==> config.mk <==
export PLATFORM = sky130hd
export DESIGN_NAME = dpr_host
export DESIGN_NICKNAME = d
export VERILOG_FILES = /design/src/pkg/dpr_pkg.sv /design/src/pkg/dpr_cyc_if.sv /design/src/core/dpr_host.sv /design/src/core/dpr_pin_seq.sv
export VERILOG_INCLUDE_DIRS = /design/src /design/src/pkg
export SDC_FILE = /design/constraint.sdc
export NUM_CORES = 1
export LEC_CHECK = 0
export ABC_AREA = 0
export BUFFER_PORTS_ARGS = -buffer_cell sky130_fd_sc_hd__clkbuf_2
export CORE_MARGIN = 5
export CORE_UTILIZATION = 50
export CTS_CLUSTER_SIZE = 40
export DETAILED_ROUTE_END_ITERATION = 8
export PLACE_DENSITY = 0.72
export SLEW_MARGIN = 15
export SYNTH_ARGS = -nofsm -noshare
export SYNTH_HDL_FRONTEND = slang
export SYNTH_HIERARCHICAL = 1
export SYNTH_SLANG_ARGS = --single-unit
==> constraint.sdc <==
create_clock -name core_clk -period 1.94 [get_ports core_clk]
set_clock_uncertainty 0.1 [all_clocks]
set_input_delay 0.194 -clock core_clk [delete_from_list [all_inputs] [get_ports core_clk]]
set_output_delay 0.194 -clock core_clk [all_outputs]
set_load 0.02 [all_outputs]
==> src/pkg/dpr_defs.svh <==
// Constants for the dual-port memory port controller: pin timing, widths and semaphore values.
`ifndef DPR_DEFS_SVH
`define DPR_DEFS_SVH

`define DPR_ADDR_W        13
`define DPR_DATA_W        8
`define DPR_CNT_W         4
`define DPR_SEM_IDX_W     3
`define DPR_NUM_SEMS      8
`define DPR_LAST_SEM      3'h7
`define DPR_SEM_FREE      1'b1
`define DPR_SEM_TAKE      1'b0
`define DPR_FREE_BYTE     8'hff
`define DPR_TAKE_BYTE     8'h00
`define DPR_SEM_PAD       10'h000
`define DPR_MBOX_LEFT     13'h1ffe
`define DPR_MBOX_RIGHT    13'h1fff

// Clock period and pin phase lengths in nanoseconds.
`define DPR_CLK_PERIOD_NS 8
`define DPR_SETTLE_NS     24
`define DPR_STROBE_NS     40
`define DPR_RECOVER_NS    24

// Least times round up to whole cycles.
`define DPR_CYCLES(ns)    (((ns) + `DPR_CLK_PERIOD_NS - 1) / `DPR_CLK_PERIOD_NS)
`define DPR_SETTLE_CYC    `DPR_CYCLES(`DPR_SETTLE_NS)
`define DPR_STROBE_CYC    `DPR_CYCLES(`DPR_STROBE_NS)
`define DPR_RECOVER_CYC   `DPR_CYCLES(`DPR_RECOVER_NS)

`endif

==> src/pkg/dpr_pkg.sv <==
// Types shared by the dual-port memory port controller.
package dpr_pkg;
    typedef enum logic [1:0] {
        DPR_OP_READ        = 2'h0,
        DPR_OP_WRITE       = 2'h1,
        DPR_OP_SEM_TAKE    = 2'h2,
        DPR_OP_SEM_RELEASE = 2'h3
    } dpr_op_type;
endpackage

==> src/pkg/dpr_cyc_if.sv <==
// Interface carrying one pin cycle request and its answer between the controller and the pin sequencer.
`timescale 1ns/100ps
interface dpr_cyc_if;
    logic       req;
    logic       is_sem;
    logic       is_write;
    logic [12:0] addr;
    logic [7:0] wdata;
    logic       done;
    logic       retry;
    logic [7:0] rdata;

    modport ctl (output req, output is_sem, output is_write, output addr, output wdata,
                 input done, input retry, input rdata);
    modport seq (input req, input is_sem, input is_write, input addr, input wdata,
                 output done, output retry, output rdata);
endinterface

==> src/core/dpr_host.sv <==
// Controller for one port of a shared two-port memory with semaphores and message flags.
`timescale 1ns/100ps
`include "dpr_defs.svh"
// How it works
// - Array access uses chip select low; read direction high, write direction low.
// - Semaphores use flag latch select low with chip select high, never both low.
// - Every semaphore gets a one written at start-up before use.
// - After a semaphore take write, release selects for recovery, read back, poll while one.
// - Writes wait until busy has settled and are not strobed while busy.
module dpr_host (
    input  wire logic                     core_clk,
    input  wire logic                     sys_rst,
    input  wire logic                     cmd_valid,
    output logic                          cmd_ready,
    input  wire dpr_pkg::dpr_op_type      cmd_op,
    input  wire logic [`DPR_ADDR_W-1:0]   cmd_addr,
    input  wire logic [`DPR_DATA_W-1:0]   cmd_wdata,
    output logic                          resp_valid,
    output logic      [`DPR_DATA_W-1:0]   resp_rdata,
    output logic                          init_done,
    output logic                          message_pending,
    output logic      [`DPR_ADDR_W-1:0]   port_addr,
    output logic      [`DPR_DATA_W-1:0]   port_data_out,
    output logic                          port_data_oe,
    input  wire logic [`DPR_DATA_W-1:0]   port_data_in,
    output logic                          chip_select_n,
    output logic                          flag_latch_select_n,
    output logic                          output_drive_n,
    output logic                          transfer_dir,
    input  wire logic                     contention_flag_n,
    input  wire logic                     message_flag_n
);
    import dpr_pkg::*;

    typedef enum logic [2:0] {
        TP_INIT = 3'b001,
        TP_IDLE = 3'b010,
        TP_RUN  = 3'b100
    } dpr_top_type;

    dpr_top_type                 state;
    dpr_op_type                  op;
    logic                        sem_readback;
    logic [`DPR_SEM_IDX_W-1:0]   init_idx;
    logic                        msg_meta;
    logic                        msg_sync;

    dpr_cyc_if cyc ();

    dpr_pin_seq u_seq (
        .core_clk            (core_clk),
        .sys_rst             (sys_rst),
        .cyc                 (cyc.seq),
        .port_addr           (port_addr),
        .port_data_out       (port_data_out),
        .port_data_oe        (port_data_oe),
        .port_data_in        (port_data_in),
        .chip_select_n       (chip_select_n),
        .flag_latch_select_n (flag_latch_select_n),
        .output_drive_n      (output_drive_n),
        .transfer_dir        (transfer_dir),
        .contention_flag_n   (contention_flag_n)
    );

    // The message flag is a pin level from the far side, so it is synchronised first.
    always_ff @(posedge core_clk or posedge sys_rst) begin
        if (sys_rst) begin
            msg_meta        <= 1'b1;
            msg_sync        <= 1'b1;
            message_pending <= 1'b0;
        end else begin
            msg_meta        <= message_flag_n;
            msg_sync        <= msg_meta;
            message_pending <= !msg_sync;
        end
    end

    // Command handling; the request line is held until the sequencer reports done.
    always_ff @(posedge core_clk or posedge sys_rst) begin
        if (sys_rst) begin
            state        <= TP_INIT;
            op           <= DPR_OP_READ;
            sem_readback <= 1'b0;
            init_idx     <= '0;
            init_done    <= 1'b0;
            cmd_ready    <= 1'b0;
            resp_valid   <= 1'b0;
            resp_rdata   <= '0;
            cyc.req      <= 1'b0;
            cyc.is_sem   <= 1'b1;
            cyc.is_write <= 1'b1;
            cyc.addr     <= '0;
            cyc.wdata    <= `DPR_FREE_BYTE;
        end else begin
            resp_valid <= 1'b0;
            case (state)
                TP_INIT: begin
                    // the latches are not cleared by the part, so each one is written free.
                    cyc.is_sem   <= 1'b1;
                    cyc.is_write <= 1'b1;
                    cyc.wdata    <= `DPR_FREE_BYTE;
                    cyc.addr     <= {`DPR_SEM_PAD, init_idx};
                    cyc.req      <= !cyc.done;
                    if (cyc.done) begin
                        if (init_idx == `DPR_LAST_SEM) begin
                            state     <= TP_IDLE;
                            init_done <= 1'b1;
                            cmd_ready <= 1'b1;
                        end else begin
                            init_idx <= init_idx + 1'b1;
                        end
                    end
                end
                TP_IDLE: begin
                    if (cmd_valid) begin
                        op           <= cmd_op;
                        sem_readback <= 1'b0;
                        cmd_ready    <= 1'b0;
                        cyc.req      <= 1'b1;
                        cyc.is_sem   <= (cmd_op == DPR_OP_SEM_TAKE) || (cmd_op == DPR_OP_SEM_RELEASE);
                        cyc.is_write <= (cmd_op != DPR_OP_READ);
                        cyc.addr     <= cmd_addr;
                        // a semaphore write carries its value on data bit zero.
                        case (cmd_op)
                            DPR_OP_SEM_TAKE:    cyc.wdata <= `DPR_TAKE_BYTE;
                            DPR_OP_SEM_RELEASE: cyc.wdata <= `DPR_FREE_BYTE;
                            default:            cyc.wdata <= cmd_wdata;
                        endcase
                        state <= TP_RUN;
                    end
                end
                TP_RUN: begin
                    if (cyc.done) begin
                        if (cyc.retry) begin
                            // an array read or write refused under busy is simply run again.
                            cyc.req <= 1'b1;
                        end else if (op == DPR_OP_SEM_TAKE && !sem_readback) begin
                            // after the recovery gap, read the latch back.
                            sem_readback <= 1'b1;
                            cyc.is_write <= 1'b0;
                            cyc.req      <= 1'b1;
                        end else if (op == DPR_OP_SEM_TAKE && cyc.rdata[0] != `DPR_SEM_TAKE) begin
                            // still held by the far side, keep polling.
                            cyc.req <= 1'b1;
                        end else begin
                            cyc.req    <= 1'b0;
                            resp_valid <= 1'b1;
                            resp_rdata <= cyc.rdata;
                            cmd_ready  <= 1'b1;
                            state      <= TP_IDLE;
                        end
                    end
                end
                default: begin
                    state   <= TP_IDLE;
                    cyc.req <= 1'b0;
                end
            endcase
        end
    end
endmodule

==> src/core/dpr_pin_seq.sv <==
// Pin sequencer that runs one array or semaphore cycle on a memory port.
`timescale 1ns/100ps
`include "dpr_defs.svh"
module dpr_pin_seq (
    input  wire logic                     core_clk,
    input  wire logic                     sys_rst,
    dpr_cyc_if.seq                        cyc,
    output logic      [`DPR_ADDR_W-1:0]   port_addr,
    output logic      [`DPR_DATA_W-1:0]   port_data_out,
    output logic                          port_data_oe,
    input  wire logic [`DPR_DATA_W-1:0]   port_data_in,
    output logic                          chip_select_n,
    output logic                          flag_latch_select_n,
    output logic                          output_drive_n,
    output logic                          transfer_dir,
    input  wire logic                     contention_flag_n
);
    import dpr_pkg::*;

    typedef enum logic [3:0] {
        SQ_IDLE    = 4'b0001,
        SQ_SETUP   = 4'b0010,
        SQ_STROBE  = 4'b0100,
        SQ_RECOVER = 4'b1000
    } dpr_sq_type;

    dpr_sq_type              state;
    dpr_sq_type              next_state;
    logic [`DPR_CNT_W-1:0]   cnt;
    logic [`DPR_CNT_W-1:0]   next_cnt;
    logic                    next_retry;
    logic [`DPR_DATA_W-1:0]  data_meta;
    logic [`DPR_DATA_W-1:0]  data_sync;
    logic                    busy_meta;
    logic                    busy_sync;

    // Pin inputs pass two flip-flops before anything looks at them.
    always_ff @(posedge core_clk or posedge sys_rst) begin
        if (sys_rst) begin
            data_meta <= `DPR_FREE_BYTE;
            data_sync <= `DPR_FREE_BYTE;
            busy_meta <= 1'b1;
            busy_sync <= 1'b1;
        end else begin
            data_meta <= port_data_in;
            data_sync <= data_meta;
            busy_meta <= contention_flag_n;
            busy_sync <= busy_meta;
        end
    end

    // Phase sequencing; the busy check happens once the select has settled.
    always_comb begin
        next_state = state;
        next_cnt   = cnt;
        next_retry = 1'b0;
        case (state)
            SQ_IDLE: begin
                if (cyc.req && !cyc.done) begin
                    next_state = SQ_SETUP;
                    next_cnt   = `DPR_CNT_W'(`DPR_SETTLE_CYC - 1);
                end
            end
            SQ_SETUP: begin
                if (cnt != '0) begin
                    next_cnt = cnt - 1'b1;
                end else if (!cyc.is_sem && !busy_sync) begin
                    // busy settled low, skip the strobe and retry.
                    next_state = SQ_RECOVER;
                    next_retry = 1'b1;
                    next_cnt   = `DPR_CNT_W'(`DPR_RECOVER_CYC - 1);
                end else begin
                    next_state = SQ_STROBE;
                    next_cnt   = `DPR_CNT_W'(`DPR_STROBE_CYC - 1);
                end
            end
            SQ_STROBE: begin
                if (cnt != '0) begin
                    next_cnt = cnt - 1'b1;
                end else begin
                    next_state = SQ_RECOVER;
                    next_cnt   = `DPR_CNT_W'(`DPR_RECOVER_CYC - 1);
                end
            end
            SQ_RECOVER: begin
                if (cnt != '0) begin
                    next_cnt = cnt - 1'b1;
                end else begin
                    next_state = SQ_IDLE;
                end
            end
            default: begin
                next_state = SQ_IDLE;
                next_cnt   = '0;
            end
        endcase
    end

    // State, counter and answer flags.
    always_ff @(posedge core_clk or posedge sys_rst) begin
        if (sys_rst) begin
            state     <= SQ_IDLE;
            cnt       <= '0;
            cyc.done  <= 1'b0;
            cyc.retry <= 1'b0;
            cyc.rdata <= '0;
        end else begin
            state    <= next_state;
            cnt      <= next_cnt;
            cyc.done <= (state == SQ_RECOVER) && (next_state == SQ_IDLE);
            if (next_retry) begin
                cyc.retry <= 1'b1;
            end else if (state == SQ_IDLE) begin
                cyc.retry <= 1'b0;
            end
            // Data is sampled at the end of the strobe, after the synchroniser has caught up.
            if (state == SQ_STROBE && next_state == SQ_RECOVER) begin
                cyc.rdata <= data_sync;
            end
        end
    end

    // Pin drive follows the next phase so every pin leaves a flip-flop.
    always_ff @(posedge core_clk or posedge sys_rst) begin
        if (sys_rst) begin
            port_addr           <= '0;
            port_data_out       <= '0;
            port_data_oe        <= 1'b0;
            chip_select_n       <= 1'b1;
            flag_latch_select_n <= 1'b1;
            output_drive_n      <= 1'b1;
            transfer_dir        <= 1'b1;
        end else begin
            if (state == SQ_IDLE) begin
                port_addr     <= cyc.addr;
                port_data_out <= cyc.wdata;
            end
            // only one select goes low, and only for the access phases.
            chip_select_n       <= !(!cyc.is_sem && (next_state == SQ_SETUP || next_state == SQ_STROBE));
            flag_latch_select_n <= !(cyc.is_sem && (next_state == SQ_SETUP || next_state == SQ_STROBE));
            port_data_oe        <= cyc.is_write && (next_state == SQ_SETUP || next_state == SQ_STROBE);
            // write strobes direction low; read strobes the output drive low with direction high.
            transfer_dir        <= !(cyc.is_write && next_state == SQ_STROBE);
            output_drive_n      <= !(!cyc.is_write && next_state == SQ_STROBE);
        end
    end
endmodule

# ---- Word level (Yosys, flattened, before mapping)
# Cells that the tools add are included.
dict set report totals {
  ff_bits 109
  inputBits 36
  output_inout_bits 38
  elab_cells 163
}
dict set report op_classes {
  add_sub_neg 2
  n_eq_ne 25
  muxes 60
  bitwise 4
  n_reduce_logical 40
}
# cell count
set op_table {}
lappend op_table {{$mux W4} 9}
lappend op_table {{$pmux W4 S4} 2}
lappend op_table {{$pmux W8 S2} 2}
lappend op_table {{$mux W1} 30}
lappend op_table {{$pmux W13 S2} 1}
lappend op_table {{$mux W3} 8}
lappend op_table {{$reduce_and A5 Y1} 3}
lappend op_table {{$mux W13} 1}
lappend op_table {{$ne A2 B2 Y1 const B} 6}
lappend op_table {{$logic_and A1 B1 Y1} 11}
lappend op_table {{$logic_not A1 Y1} 10}
lappend op_table {{$pmux W1 S3} 3}
lappend op_table {{$pmux W3 S3} 1}
lappend op_table {{$eq A4 B1 Y1 const B} 2}
lappend op_table {{$eq A4 B2 Y1 const B} 2}
lappend op_table {{$eq A4 B3 Y1 const B} 2}
lappend op_table {{$eq A4 B4 Y1 const B} 2}
lappend op_table {{$mux W8} 1}
lappend op_table {{$ne A2 B1 Y1 const B} 4}
lappend op_table {{$reduce_and A2 Y1} 4}
lappend op_table {{$reduce_and A8 Y1} 1}
lappend op_table {{$reduce_bool A2 Y1} 4}
lappend op_table {{$reduce_and A7 Y1} 1}
lappend op_table {{$eq A2 B2 Y1 const B} 3}
lappend op_table {{11 further kinds} 18}

# ---- Longest topological paths before layout
# Gate-level depths: netlist of the first run.
dict set report logic_depth {
  depth_word 9
  depth_mapped 7
  mapped_depth_nobuf 6
}

# ---- Cells and area by module
# Netlist of the first run, hierarchy kept.
# module n_inst cells_per_inst area_per_inst_um2 seq_area_each_um2
set by_module_without_submodules {}
lappend by_module_without_submodules {dpr_pin_seq 1 160 2342.2 1580.3}
lappend by_module_without_submodules {dpr_host 1 178 1993.2 1192.4}

# ---- Worst setup path after synthesis of the first run
# OpenSTA, ideal clock, no wires.
dict set report synth_path {
  path_type {register to register}
  from {register u_seq.cnt[0]}
  to {register u_seq.output_drive_n}
  setup_ns 0.084
  arrival_time_ns 1.885
  required_time_ns 1.756
  path_slack_ns -0.129
  stages_incl_launch_ff 8
  path_buffers 1
  period_less_slack_ns 2.069
  path_cell_list {dfrtp_1 > inv_1 > ha_1 > or3b_1 > buf_2 > or4_4 > a211oi_2 > nand2b_1}
}
dict set report synth_between {
  elab_chain_cells 6
  elab_cells_between_ends 8
  classes_between {eq/ne: 1; mux: 4; reduce/logical: 3}
}
# element line
set synth_rtl {}
lappend synth_rtl {{start, declared} dpr_pin_seq.sv:29} ;# logic [`DPR_CNT_W-1:0] cnt;
lappend synth_rtl {{start signal, assigned} dpr_pin_seq.sv:109} ;# cnt <= next_cnt;
lappend synth_rtl {{$reduce_bool A4 Y1 (*)} {dpr_pin_seq.sv:65, dpr_pin_seq.sv:78, dpr_pin_seq.sv:86}}
lappend synth_rtl {{$mux W4 (on tied branches)} {dpr_pin_seq.sv:86, dpr_pin_seq.sv:65, dpr_pin_seq.sv:78}}
lappend synth_rtl {{$pmux W4 S4 (*)} dpr_pin_seq.sv:57} ;# case (state)
lappend synth_rtl {{net u_seq.next_state[2]} dpr_pin_seq.sv:28} ;# dpr_sq_type next_state;
lappend synth_rtl {{$eq A4 B3 Y1 (*)} dpr_pin_seq.sv:144} ;# output_drive_n <= !(!cyc.is_write && next_state == SQ_STROBE);
lappend synth_rtl {{$logic_and A1 B1 Y1 (*)} dpr_pin_seq.sv:144}
lappend synth_rtl {{$logic_not A1 Y1 (*)} dpr_pin_seq.sv:144}
lappend synth_rtl {{end signal, assigned} dpr_pin_seq.sv:144}
lappend synth_rtl {{end, declared} dpr_pin_seq.sv:14} ;# output logic output_drive_n,
# Mark *: on every way through the listed nets, which the timed path passes. The rest lies on a longest branch.
# A chain may end at the register's enable or synchronous reset.

# ---- Worst setup path after layout of the first run
dict set report layout_path {
  from {register u_seq.cnt[0]}
  to {register u_seq.transfer_dir}
}
dict set report layout_between {
  elab_chain_cells 6
  elab_cells_between_ends 8
  classes_between {eq/ne: 1; mux: 4; reduce/logical: 3}
}
# element line
set layout_rtl {}
lappend layout_rtl {{$reduce_bool A4 Y1 (*)} {dpr_pin_seq.sv:65, dpr_pin_seq.sv:78, dpr_pin_seq.sv:86}}
lappend layout_rtl {{$mux W4 (on tied branches)} {dpr_pin_seq.sv:86, dpr_pin_seq.sv:65, dpr_pin_seq.sv:78}}
lappend layout_rtl {{$pmux W4 S4 (*)} dpr_pin_seq.sv:57}
lappend layout_rtl {{net u_seq.next_state[2]} dpr_pin_seq.sv:28}
lappend layout_rtl {{$eq A4 B3 Y1 (*)} dpr_pin_seq.sv:143} ;# transfer_dir <= !(cyc.is_write && next_state == SQ_STROBE);
lappend layout_rtl {{$logic_and A1 B1 Y1 (*)} dpr_pin_seq.sv:143}
lappend layout_rtl {{$logic_not A1 Y1 (*)} dpr_pin_seq.sv:143}
lappend layout_rtl {{end signal, assigned} dpr_pin_seq.sv:143}
lappend layout_rtl {{end, declared} dpr_pin_seq.sv:15} ;# output logic transfer_dir,
# Marked as above.

==> results of run 1 <==
[state kept, by name (all words and copies together), names as in the netlist, 8 cells and up]
register             count
u_seq/cyc.rdata          8
cyc.wdata                8
u_seq/port_data_out      8
u_seq/data_sync          8
cyc.addr                13
resp_rdata               8
u_seq/port_addr         13
u_seq/data_meta          8
[per-stage QoR]
step                      instance area [sq um]  hold WS [ps]  TNS (ps)
final                                      5499         45.02    -72.77
after global routing                       5499         37.32    -758.9
after CTS                                  5466         25.89    -34.25
after detailed placement                   4962         109.5    -67.30
after global placement                     4962         102.6         0
after floorplan                            4347         98.48    -211.1
[worst max-delay path, delay by kind of cell, from the launching register on]
kind,cells,cell delay [ps]
buf+inv,1,90
simple gates,3,950
fa+ha+maj,1,130
flops,1,400
compound gates,1,240
[power groups by stage]
stage	clock network [W]	registers (W)	logic, W
after floorplan	0	0.00347	0.00163
after global placement	0	0.00329	0.00254
after detailed placement	0	0.00332	0.00260
after CTS	0.00129	0.00328	0.00272
after global routing	0.00139	0.00336	0.00304
final	0.00123	0.00328	0.00276
[area by class of cell]
type                    count  area, sq um
clock buffers              11        131.4
clock inverters             5        45.04
fillers                   684         3094
inverters                  10        37.54
multi-input cells         205         1511
flip-flops and latches    109         2773
well taps                 108        135.1
repair buffers            125        865.8
[worst max-delay path by stage]
stage               slack, ps  depth (start not counted)         start                    to
finish                    -40                          6  u_seq/cnt[0]    u_seq/transfer_dir
global route             -130                          6  u_seq/cnt[0]    u_seq/transfer_dir
CTS                       -20                          6  u_seq/cnt[0]    u_seq/transfer_dir
detailed placement        -40                          6  u_seq/cnt[0]    u_seq/transfer_dir
global placement           20                          6  u_seq/cnt[0]  u_seq/output_drive_n
floorplan                 -90                          7  u_seq/cnt[0]  u_seq/output_drive_n
[layer usage]
| metal | wire length [um] | track usage (%) | share of wire, % | vias up |
|---|---|---|---|---|
| met5 | 0 | 0 | 0 | - |
| met4 | 48 | 4.283 | 0.56 | 0 |
| met3 | 294 | 3.721 | 3.4 | 4 |
| met2 | 4577 | 30.09 | 53 | 51 |
| met1 | 3671 | 22.75 | 43 | 1499 |
| li1 | - | - | - | 1419 |
[what timing repair did]
action                                  CTS  global route
setup buffers                             2             2
gates cloned                              0             0
endpoints found under the setup margin    2            18
resized for setup                         6             3
hold buffers                             29             0
hold endpoints to repair                 77             0
[logic make-up (layout without fill, tap and decap cells)]
logic type,after synthesis,after routing,share of synthesized area (%)
flops,109,109,63.95
mux,44,44,11.34
xor+xnor,5,5,1.010
buf+inv,24,151,2.510
simple gates,105,105,12.53
fa+ha+maj,4,4,1.154
compound gates,47,47,7.504
[cell usage in the layout (no fill, tap or decap), types with 2 or more instances in the layout]
| cell type | count |
|---|---|
| nand2b_1 | 7 |
| o21ai_0 | 12 |
| clkbuf_2 | 73 |
| nand2_1 | 36 |
| inv_1 | 5 |
| nor4_1 | 2 |
| or2_2 | 3 |
| nor3_1 | 2 |
| dlygate4sd3_1 | 29 |
| inv_2 | 4 |
| a31oi_1 | 11 |
| a21oi_1 | 7 |
| ha_1 | 3 |
| dfrtp_1 | 73 |
| clkbuf_8 | 9 |
| nor2b_1 | 3 |
| nand3_1 | 16 |
| nand3b_1 | 2 |
| a32oi_1 | 2 |
| xnor2_1 | 3 |
| mux2_2 | 41 |
| nor2_1 | 20 |
| buf_12 | 3 |
| dfstp_2 | 36 |
| xor2_1 | 2 |
| mux2i_1 | 3 |
| clkbuf_1 | 2 |
| nor4b_1 | 2 |
| buf_4 | 20 |
| a21o_1 | 2 |
| clkinv_4 | 2 |
==> flow_summary.ini, run 1 <==
[status]
status = complete, but fails checks
violations = negative setup slack

[sta]
max_freq_mhz = 504.4
worst_pin_slew_ps = 563.4
finalCritPeriodShare_pct = 102.2
relSlewSlack_pct = 61.91
finalHoldViolCount = 0
slew_violations = 0
setup_viol = 2
period_needed_ps = 1982
layout_setup_ws_ps = -42.44
rsz0062_at_grt = true

[logic_synthesis]
synth_top_area_share_pct = 42.14
yosysUniqueCellTypes = 49
syn_nets = 378
ys_top_cells_by_area = dfrtp_1, dfstp_2, mux2_2
synthTopCellsByCount = dfrtp_1, mux2_2, dfstp_2, nand2_1, nor2_1
yosys_warnings = 6
postSynthAreaPerCell_sq_um = 12.83
synth_top_area_cell = dfrtp_1
synth_edf_count = 0
synth-seq-area-share_pct = 63.95
yosysMostFrequentCell = dfrtp_1
syn_inst = 338
ys_ff_latch = 109
mappedNetlistArea_sq_um = 4335
synthFlopType = dfrtp_1
synth-async-reset-ratio_pct = 100.0

[clocking]
clk_latency_ps = 350
htreeDepth = 3
cts_tree = yes
clk_pin_slew_ps = 100
numCtsBuffers = 9
clockBufferDepth = 2
cts_root_buffer = clkbuf_8
clkSinkCount = 109

[finish]
area_growth_pct = 26.84
num_antenna_cells = 0
final_util_pct = 63.99
nNetsFinal = 500
fin_cells = 573
layout-drive-gt1-share_pct = 44.95

[global_route]
track_usage_pct = 17.51
grt_pass1_wl_um = 14530
grt_pass1_vias = 3015
antenna_found_initial = 0
grt_overflow = 0
grt_max_degree = 48

[power_and_ir_drop]
ir_worst_vdd_mv = 0.5897
power-per-cell-area_nw_per_um2 = 1323
power.share.clock_pct = 16.9
fin_total_pwr_w = 0.007274
p_sw_w = 0.002509
swShare_pct = 34.49
leakage_nw = 2.607
p_int_w = 0.004765
seq_power_share_pct = 45.1
pwr-share-comb_pct = 38.0

[hold_path]
min_path_type = in -> reg
whs_path_depth = 2
whs_endpoint = op[0]
hp-start = cmd_op[0]

[critical_path]
r2r-end = u_seq/transfer_dir
ff2ff_setup_slack_ps = -40
reg2reg_from = u_seq/cnt[0]
cp_slowest_cell = or4_4
rr_worst_depth = 6
end_kind = register
required_ps = 2120
critPathLaunchType = register
path_cells = inv_2 > ha_4 > or3b_4 > or4_4 > a211oi_4 > nand2_1
worstPathArrival_ps = 2160
crit_fanout = 3
max_stage_delay_ps = 500
critical_path_class = reg -> reg

[floorplanning]
die_w_um = 103.1
core_sq_um = 8593
die-area_sq_um = 10630
floorplan.rows = 34
die_y_um = 103.1
start_util_pct = 50.45
pin_count = 74

[routing]
num_vias = 2973
drt_first_pass_iters = 4
ant_nets = 0
routed_via_density = 5.188
wirelength_um = 8591
drcViolationCount = 0
wire_per_inst_um = 14.99
drtIter0Drc = 155

[placement]
hpwl_um = 5736
dpl_worst_slack_ps = -38.37
gp_congestion = 0.8073
dp.cells = 524
io_buffers = 73

[flow_run]
max_cap_violations = 0
Note: power is estimated with default switching activity, not from simulation.
==> inputs of run 2 (changes only) <==
- PLACE_DENSITY: 0.72 -> 0.69
- clock period: 1.94 -> 2.55 ns (I/O delays scaled with it)
==> flow_summary.ini, run 2 (synthesis gave the netlist of run 1 again) <==
[status]
status = finished, final reports clean

[sta]
final.setup.tns_ps = 0
worst_pin_slew_ps = 573.6
relSlewSlack_pct = 61.68
finalCritPeriodShare_pct = 82.05
setup_viol = 0
max_freq_mhz = 477.9
slew_violations = 0
finalHoldWorstSlack_ps = 6.266
finalHoldViolCount = 0
rsz0062_at_grt = false
period_needed_ps = 2092

[placement]
dp.cells = 514
io_buffers = 73
hpwl_um = 5951
place_area_sq_um = 4845
gp_congestion = 0.8568

[routing]
drt_first_pass_iters = 4
drcViolationCount = 0
ant_nets = 0
routed_via_density = 5.213
wire_per_inst_um = 15.49
wirelength_um = 8581
num_vias = 2888
drtIter0Drc = 110

[finish]
nNetsFinal = 481
mostFrequentLayoutCells = dfrtp_1, clkbuf_2, mux2_2, nand2_1, dfstp_2
fin_cells = 554
final_area_sq_um = 5258
num_antenna_cells = 0
fill_cells = 703
top_regs = cyc.addr x13, u_seq/port_addr x13
area_growth_pct = 21.27
layout-drive-gt1-share_pct = 42.38

[clocking]
cts_root_buffer = clkbuf_8
numCtsBuffers = 9
cts_tree = yes
clockBufferDepth = 2
clk_latency_ps = 370
clk_pin_slew_ps = 100
clkSinkCount = 109
htreeDepth = 3

[critical_path]
crit_fanout = 13
critical_path_class = reg -> reg
end_kind = register
critPathLaunchType = register
worstPathArrival_ps = 2250
max_stage_delay_ps = 640
required_ps = 2710
cp_slowest_cell = dfrtp_1
path_cells = nor4b_1 > nand2_1 > mux2_2

[floorplanning]
die-area_sq_um = 10630
core_sq_um = 8593
die_y_um = 103.1
start_util_pct = 50.45
die_w_um = 103.1
floorplan.rows = 34
pin_count = 74

[global_route]
antenna_found_initial = 0
track_usage_pct = 17.55
grt_pass1_wl_um = 14410
grt_overflow = 0
grt_pass1_vias = 3008
grt_max_degree = 30

[hold_path]
min_path_type = in -> reg

[flow_run]
max_cap_violations = 0

[power_and_ir_drop]
seq_power_share_pct = 48.1
pwr-share-comb_pct = 34.0
power-per-cell-area_nw_per_um2 = 1016
ir_worst_vdd_mv = 0.4279
power.share.clock_pct = 17.9
swShare_pct = 35.33
p_sw_w = 0.001887
p_int_w = 0.003453
leakage_nw = 2.500
run 2: cell types whose count changed in the layout (fill, tap and decap cells not counted), moves of 2 or more:
cell           previous run  this run
inv_1                     5         7
inv_6                     1         3
buf_12                    3         0
dlygate4sd3_1            29        24
inv_2                     4         2
buf_4                    20         9
clkinv_2                  0         2
run 2: per-layer routing:
| metal | share of wire (%) | vias up | GRT usage, % | wire (um) |
|---|---|---|---|---|
| li1 | - | 1377 | - | - |
| met1 | 43 | 1444 | 23.17 | 3714 |
| met2 | 52 | 51 | 29.30 | 4440 |
| met3 | 2.7 | 16 | 2.909 | 235 |
| met4 | 2.2 | 0 | 6.375 | 191 |
| met5 | 0 | - | 0 | 0 |
run 2: critical path: cells and delay by family (launching register included):
family | cells | cell delay (ps)
flip-flops | 1 | 640
AND/OR/NAND/NOR | 2 | 860
multiplexers | 1 | 380
run 2: path summary, 6_finish.rpt:
| check | startpoint | end | slack (ps) | cells past startpoint |
|---|---|---|---|---|
| worst min-delay path | cmd_wdata[6] | cyc.wdata[6] | 6 | 3 |
| worst max register to register | u_seq/state[2] | u_seq/cyc.rdata[1] | 460 | 3 |
| max in group asynchronous | sys_rst | u_seq/busy_sync | 1320 | 4 |
| worst max-delay path | u_seq/state[2] | u_seq/cyc.rdata[1] | 460 | 3 |
| worst min register to register | u_seq/data_meta[1] | u_seq/data_sync[1] | 260 | 0 |
| min in group asynchronous | sys_rst | u_seq/port_addr[5] | 310 | 3 |
run 2: through the flow:
| step | util (%) | total power, W | setup WS (ps) |
|---|---|---|---|
| floorplan | - | 0.003860 | 481.4 |
| global placement | 56.38 | 0.004314 | 548.5 |
| detailed placement | 56.38 | 0.004406 | 467.4 |
| CTS | 61.18 | 0.005386 | 459.5 |
| global route | 61.18 | 0.005695 | 348.4 |
| finish | 61.18 | 0.005339 | 457.7 |
run 2: power by group through the flow:
stage | combinational, W | clock [W] | sequential [W]
6_report | 0.00181 | 0.000956 | 0.00257
5_1_grt | 0.00201 | 0.00105 | 0.00263
4_1_cts | 0.00184 | 0.000981 | 0.00257
3_5_place_dp | 0.00181 | 0 | 0.00260
3_3_place_gp | 0.00174 | 0 | 0.00258
2_1_floorplan | 0.00122 | 0 | 0.00264
run 2: layout make-up:
class | instances | area [sq um] | area share (%)
clock buffer | 10 | 127.6 | 2.427
clock inverter | 6 | 45.04 | 0.8567
inverter | 10 | 37.54 | 0.7139
multi-input combinational | 205 | 1466 | 27.89
sequential | 109 | 2773 | 52.74
tap | 108 | 135.1 | 2.570
timing repair buffer | 106 | 673.1 | 12.80
run 2: repair_timing:
item / 4_1_cts / 5_1_grt
hold buffers: 24 / 0
gates resized for setup: 0 / 0
hold endpoints to repair: 50 / 0
endpoints found under the setup margin: 0 / 0
buffers inserted: 0 / 0
==> inputs of run 3 (changes only) <==
- clock period: 2.55 -> 2 ns (I/O delays scaled with it)
==> flow_summary.ini, run 3 (synthesis gave the netlist of run 1 again) <==
[hold_path]
whs_path_depth = 3
hp-start = cmd_op[0]
min_path_type = in -> reg
whs_endpoint = cyc.is_write

[power_and_ir_drop]
swShare_pct = 34.03
p_sw_w = 0.002426
fin_total_pwr_w = 0.007131
power.share.clock_pct = 18.9
pwr-share-comb_pct = 36.4
leakage_nw = 2.602
ir_worst_vdd_mv = 0.6889
power-per-cell-area_nw_per_um2 = 1300
p_int_w = 0.004704
seq_power_share_pct = 44.7

[routing]
routed_via_density = 5.204
drcViolationCount = 0
drt_first_pass_iters = 4
wirelength_um = 8422
num_vias = 2966
wire_per_inst_um = 14.78
ant_nets = 0
drtIter0Drc = 107

[sta]
finalHoldViolCount = 0
final.setup.tns_ps = 0
setup_viol = 0
worst_pin_slew_ps = 517.8
relSlewSlack_pct = 65.48
slew_violations = 0
period_needed_ps = 1983
finalHoldWorstSlack_ps = 41.69
max_freq_mhz = 504.3
rsz0062_at_grt = true
finalCritPeriodShare_pct = 99.14

[floorplanning]
floorplan.rows = 34
pin_count = 74
core_sq_um = 8593
die-area_sq_um = 10630
die_w_um = 103.1
die_y_um = 103.1
start_util_pct = 50.45

[clocking]
cts_tree = yes
clkSinkCount = 109
numCtsBuffers = 9
clk_pin_slew_ps = 90
htreeDepth = 3
clk_latency_ps = 360
clockBufferDepth = 2
cts_root_buffer = clkbuf_8

[global_route]
grt_pass1_wl_um = 14600
grt_max_degree = 63
grt_pass1_vias = 3088
track_usage_pct = 17.57
antenna_found_initial = 0
grt_overflow = 0

[placement]
hpwl_um = 5535
io_buffers = 73
gp_congestion = 0.8620

[critical_path]
path_cells = inv_2 > ha_4 > or3b_4 > or4_4 > a211oi_4 > nand2_1
critical_path_class = reg -> reg
worstPathArrival_ps = 2170
cp_slowest_cell = or4_4
ff2ff_setup_slack_ps = 20
reg2reg_from = u_seq/cnt[1]
critPathLaunchType = register
end_kind = register
r2r-end = u_seq/transfer_dir
rr_worst_depth = 6
max_stage_delay_ps = 500
required_ps = 2190
crit_fanout = 3

[finish]
layout-drive-gt1-share_pct = 44.16
fill_cells = 687
multiInputGateArea_sq_um = 1489
area_growth_pct = 26.55
top_regs = cyc.addr x13, u_seq/port_addr x13
regArea_sq_um = 2773
mostFrequentLayoutCells = dfrtp_1, clkbuf_2, mux2_2, nand2_1, dfstp_2
nNetsFinal = 497
num_antenna_cells = 0

[flow_run]
max_cap_violations = 0

[status]
status = finished, final reports clean
## run 3: changes by cell type in the layout (fill, tap and decap cells not counted), sizes merged
cell         delta
bufinv          +1
inv             -1
dlygate4sd3     +5
buf            +11
## run 3: final cells by class
cell class                 instances  share of cell area [%]
sequential                       109                   50.54
multi-input combinational        205                   27.14
timing repair buffer             122                   15.37
tap                              108                   2.463
clock buffer                      10                   2.326
clock inverter                     6                   1.482
inverter                          10                  0.6842
## run 3: critical path: cells and delay by family, from the launching register on
| family | cells | cell delay, ps |
|---|---|---|
| AOI/OAI and AO/OA | 1 | 240 |
| and+or+nand+nor | 3 | 950 |
| DFF | 1 | 420 |
| adders and majority gates | 1 | 120 |
| buffers and inverters | 1 | 90 |
## run 3: power by group through the flow
stage	clock [W]	combinational (W)	sequential, W
4_1_cts	0.00140	0.00256	0.00319
6_report	0.00135	0.00259	0.00319
3_5_place_dp	0	0.00251	0.00323
5_1_grt	0.00150	0.00285	0.00327
3_3_place_gp	0	0.00246	0.00320
2_1_floorplan	0	0.00158	0.00337
## run 3: how the worst max path moves through the flow
stage                             from              endpoint  slack (ps)  cells past startpoint
after global placement    u_seq/cnt[1]  u_seq/output_drive_n          50                      6
after floorplan           u_seq/cnt[0]  u_seq/output_drive_n         -30                      7
final                     u_seq/cnt[1]    u_seq/transfer_dir          20                      6
after global routing      u_seq/cnt[1]    u_seq/transfer_dir         -60                      6
after detailed placement  u_seq/cnt[1]    u_seq/transfer_dir          20                      6
after CTS                 u_seq/cnt[1]    u_seq/transfer_dir        0.04                      6
## run 3: per-layer routing
| layer | up-vias | share of wire (%) | track usage, % |
|---|---|---|---|
| met5 | - | 0 | 0 |
| met4 | 0 | 1.8 | 6.773 |
| met3 | 13 | 3.1 | 3.045 |
| met2 | 57 | 51 | 29.01 |
| met1 | 1479 | 44 | 23.22 |
| li1 | 1417 | - | - |
## run 3: what timing repair did
action,in CTS,in global routing
buffers inserted,0,1
endpoints found under the hold margin,101,0
gates resized for setup,0,7
hold buffers,29,0
endpoints found under the setup margin,0,6
## run 3: through the flow
step                utilization (%)  instance area [sq um]  std cells  worst slack (ps)
finish                        63.85                   5487        570             17.16
detailed placement            57.69                   4957        524             23.96
global placement              57.69                   4957        524             54.15
floorplan                         -                   4342        338            -31.52
CTS                           63.50                   5456        569           0.03575
global route                  63.85                   5487        570            -55.45
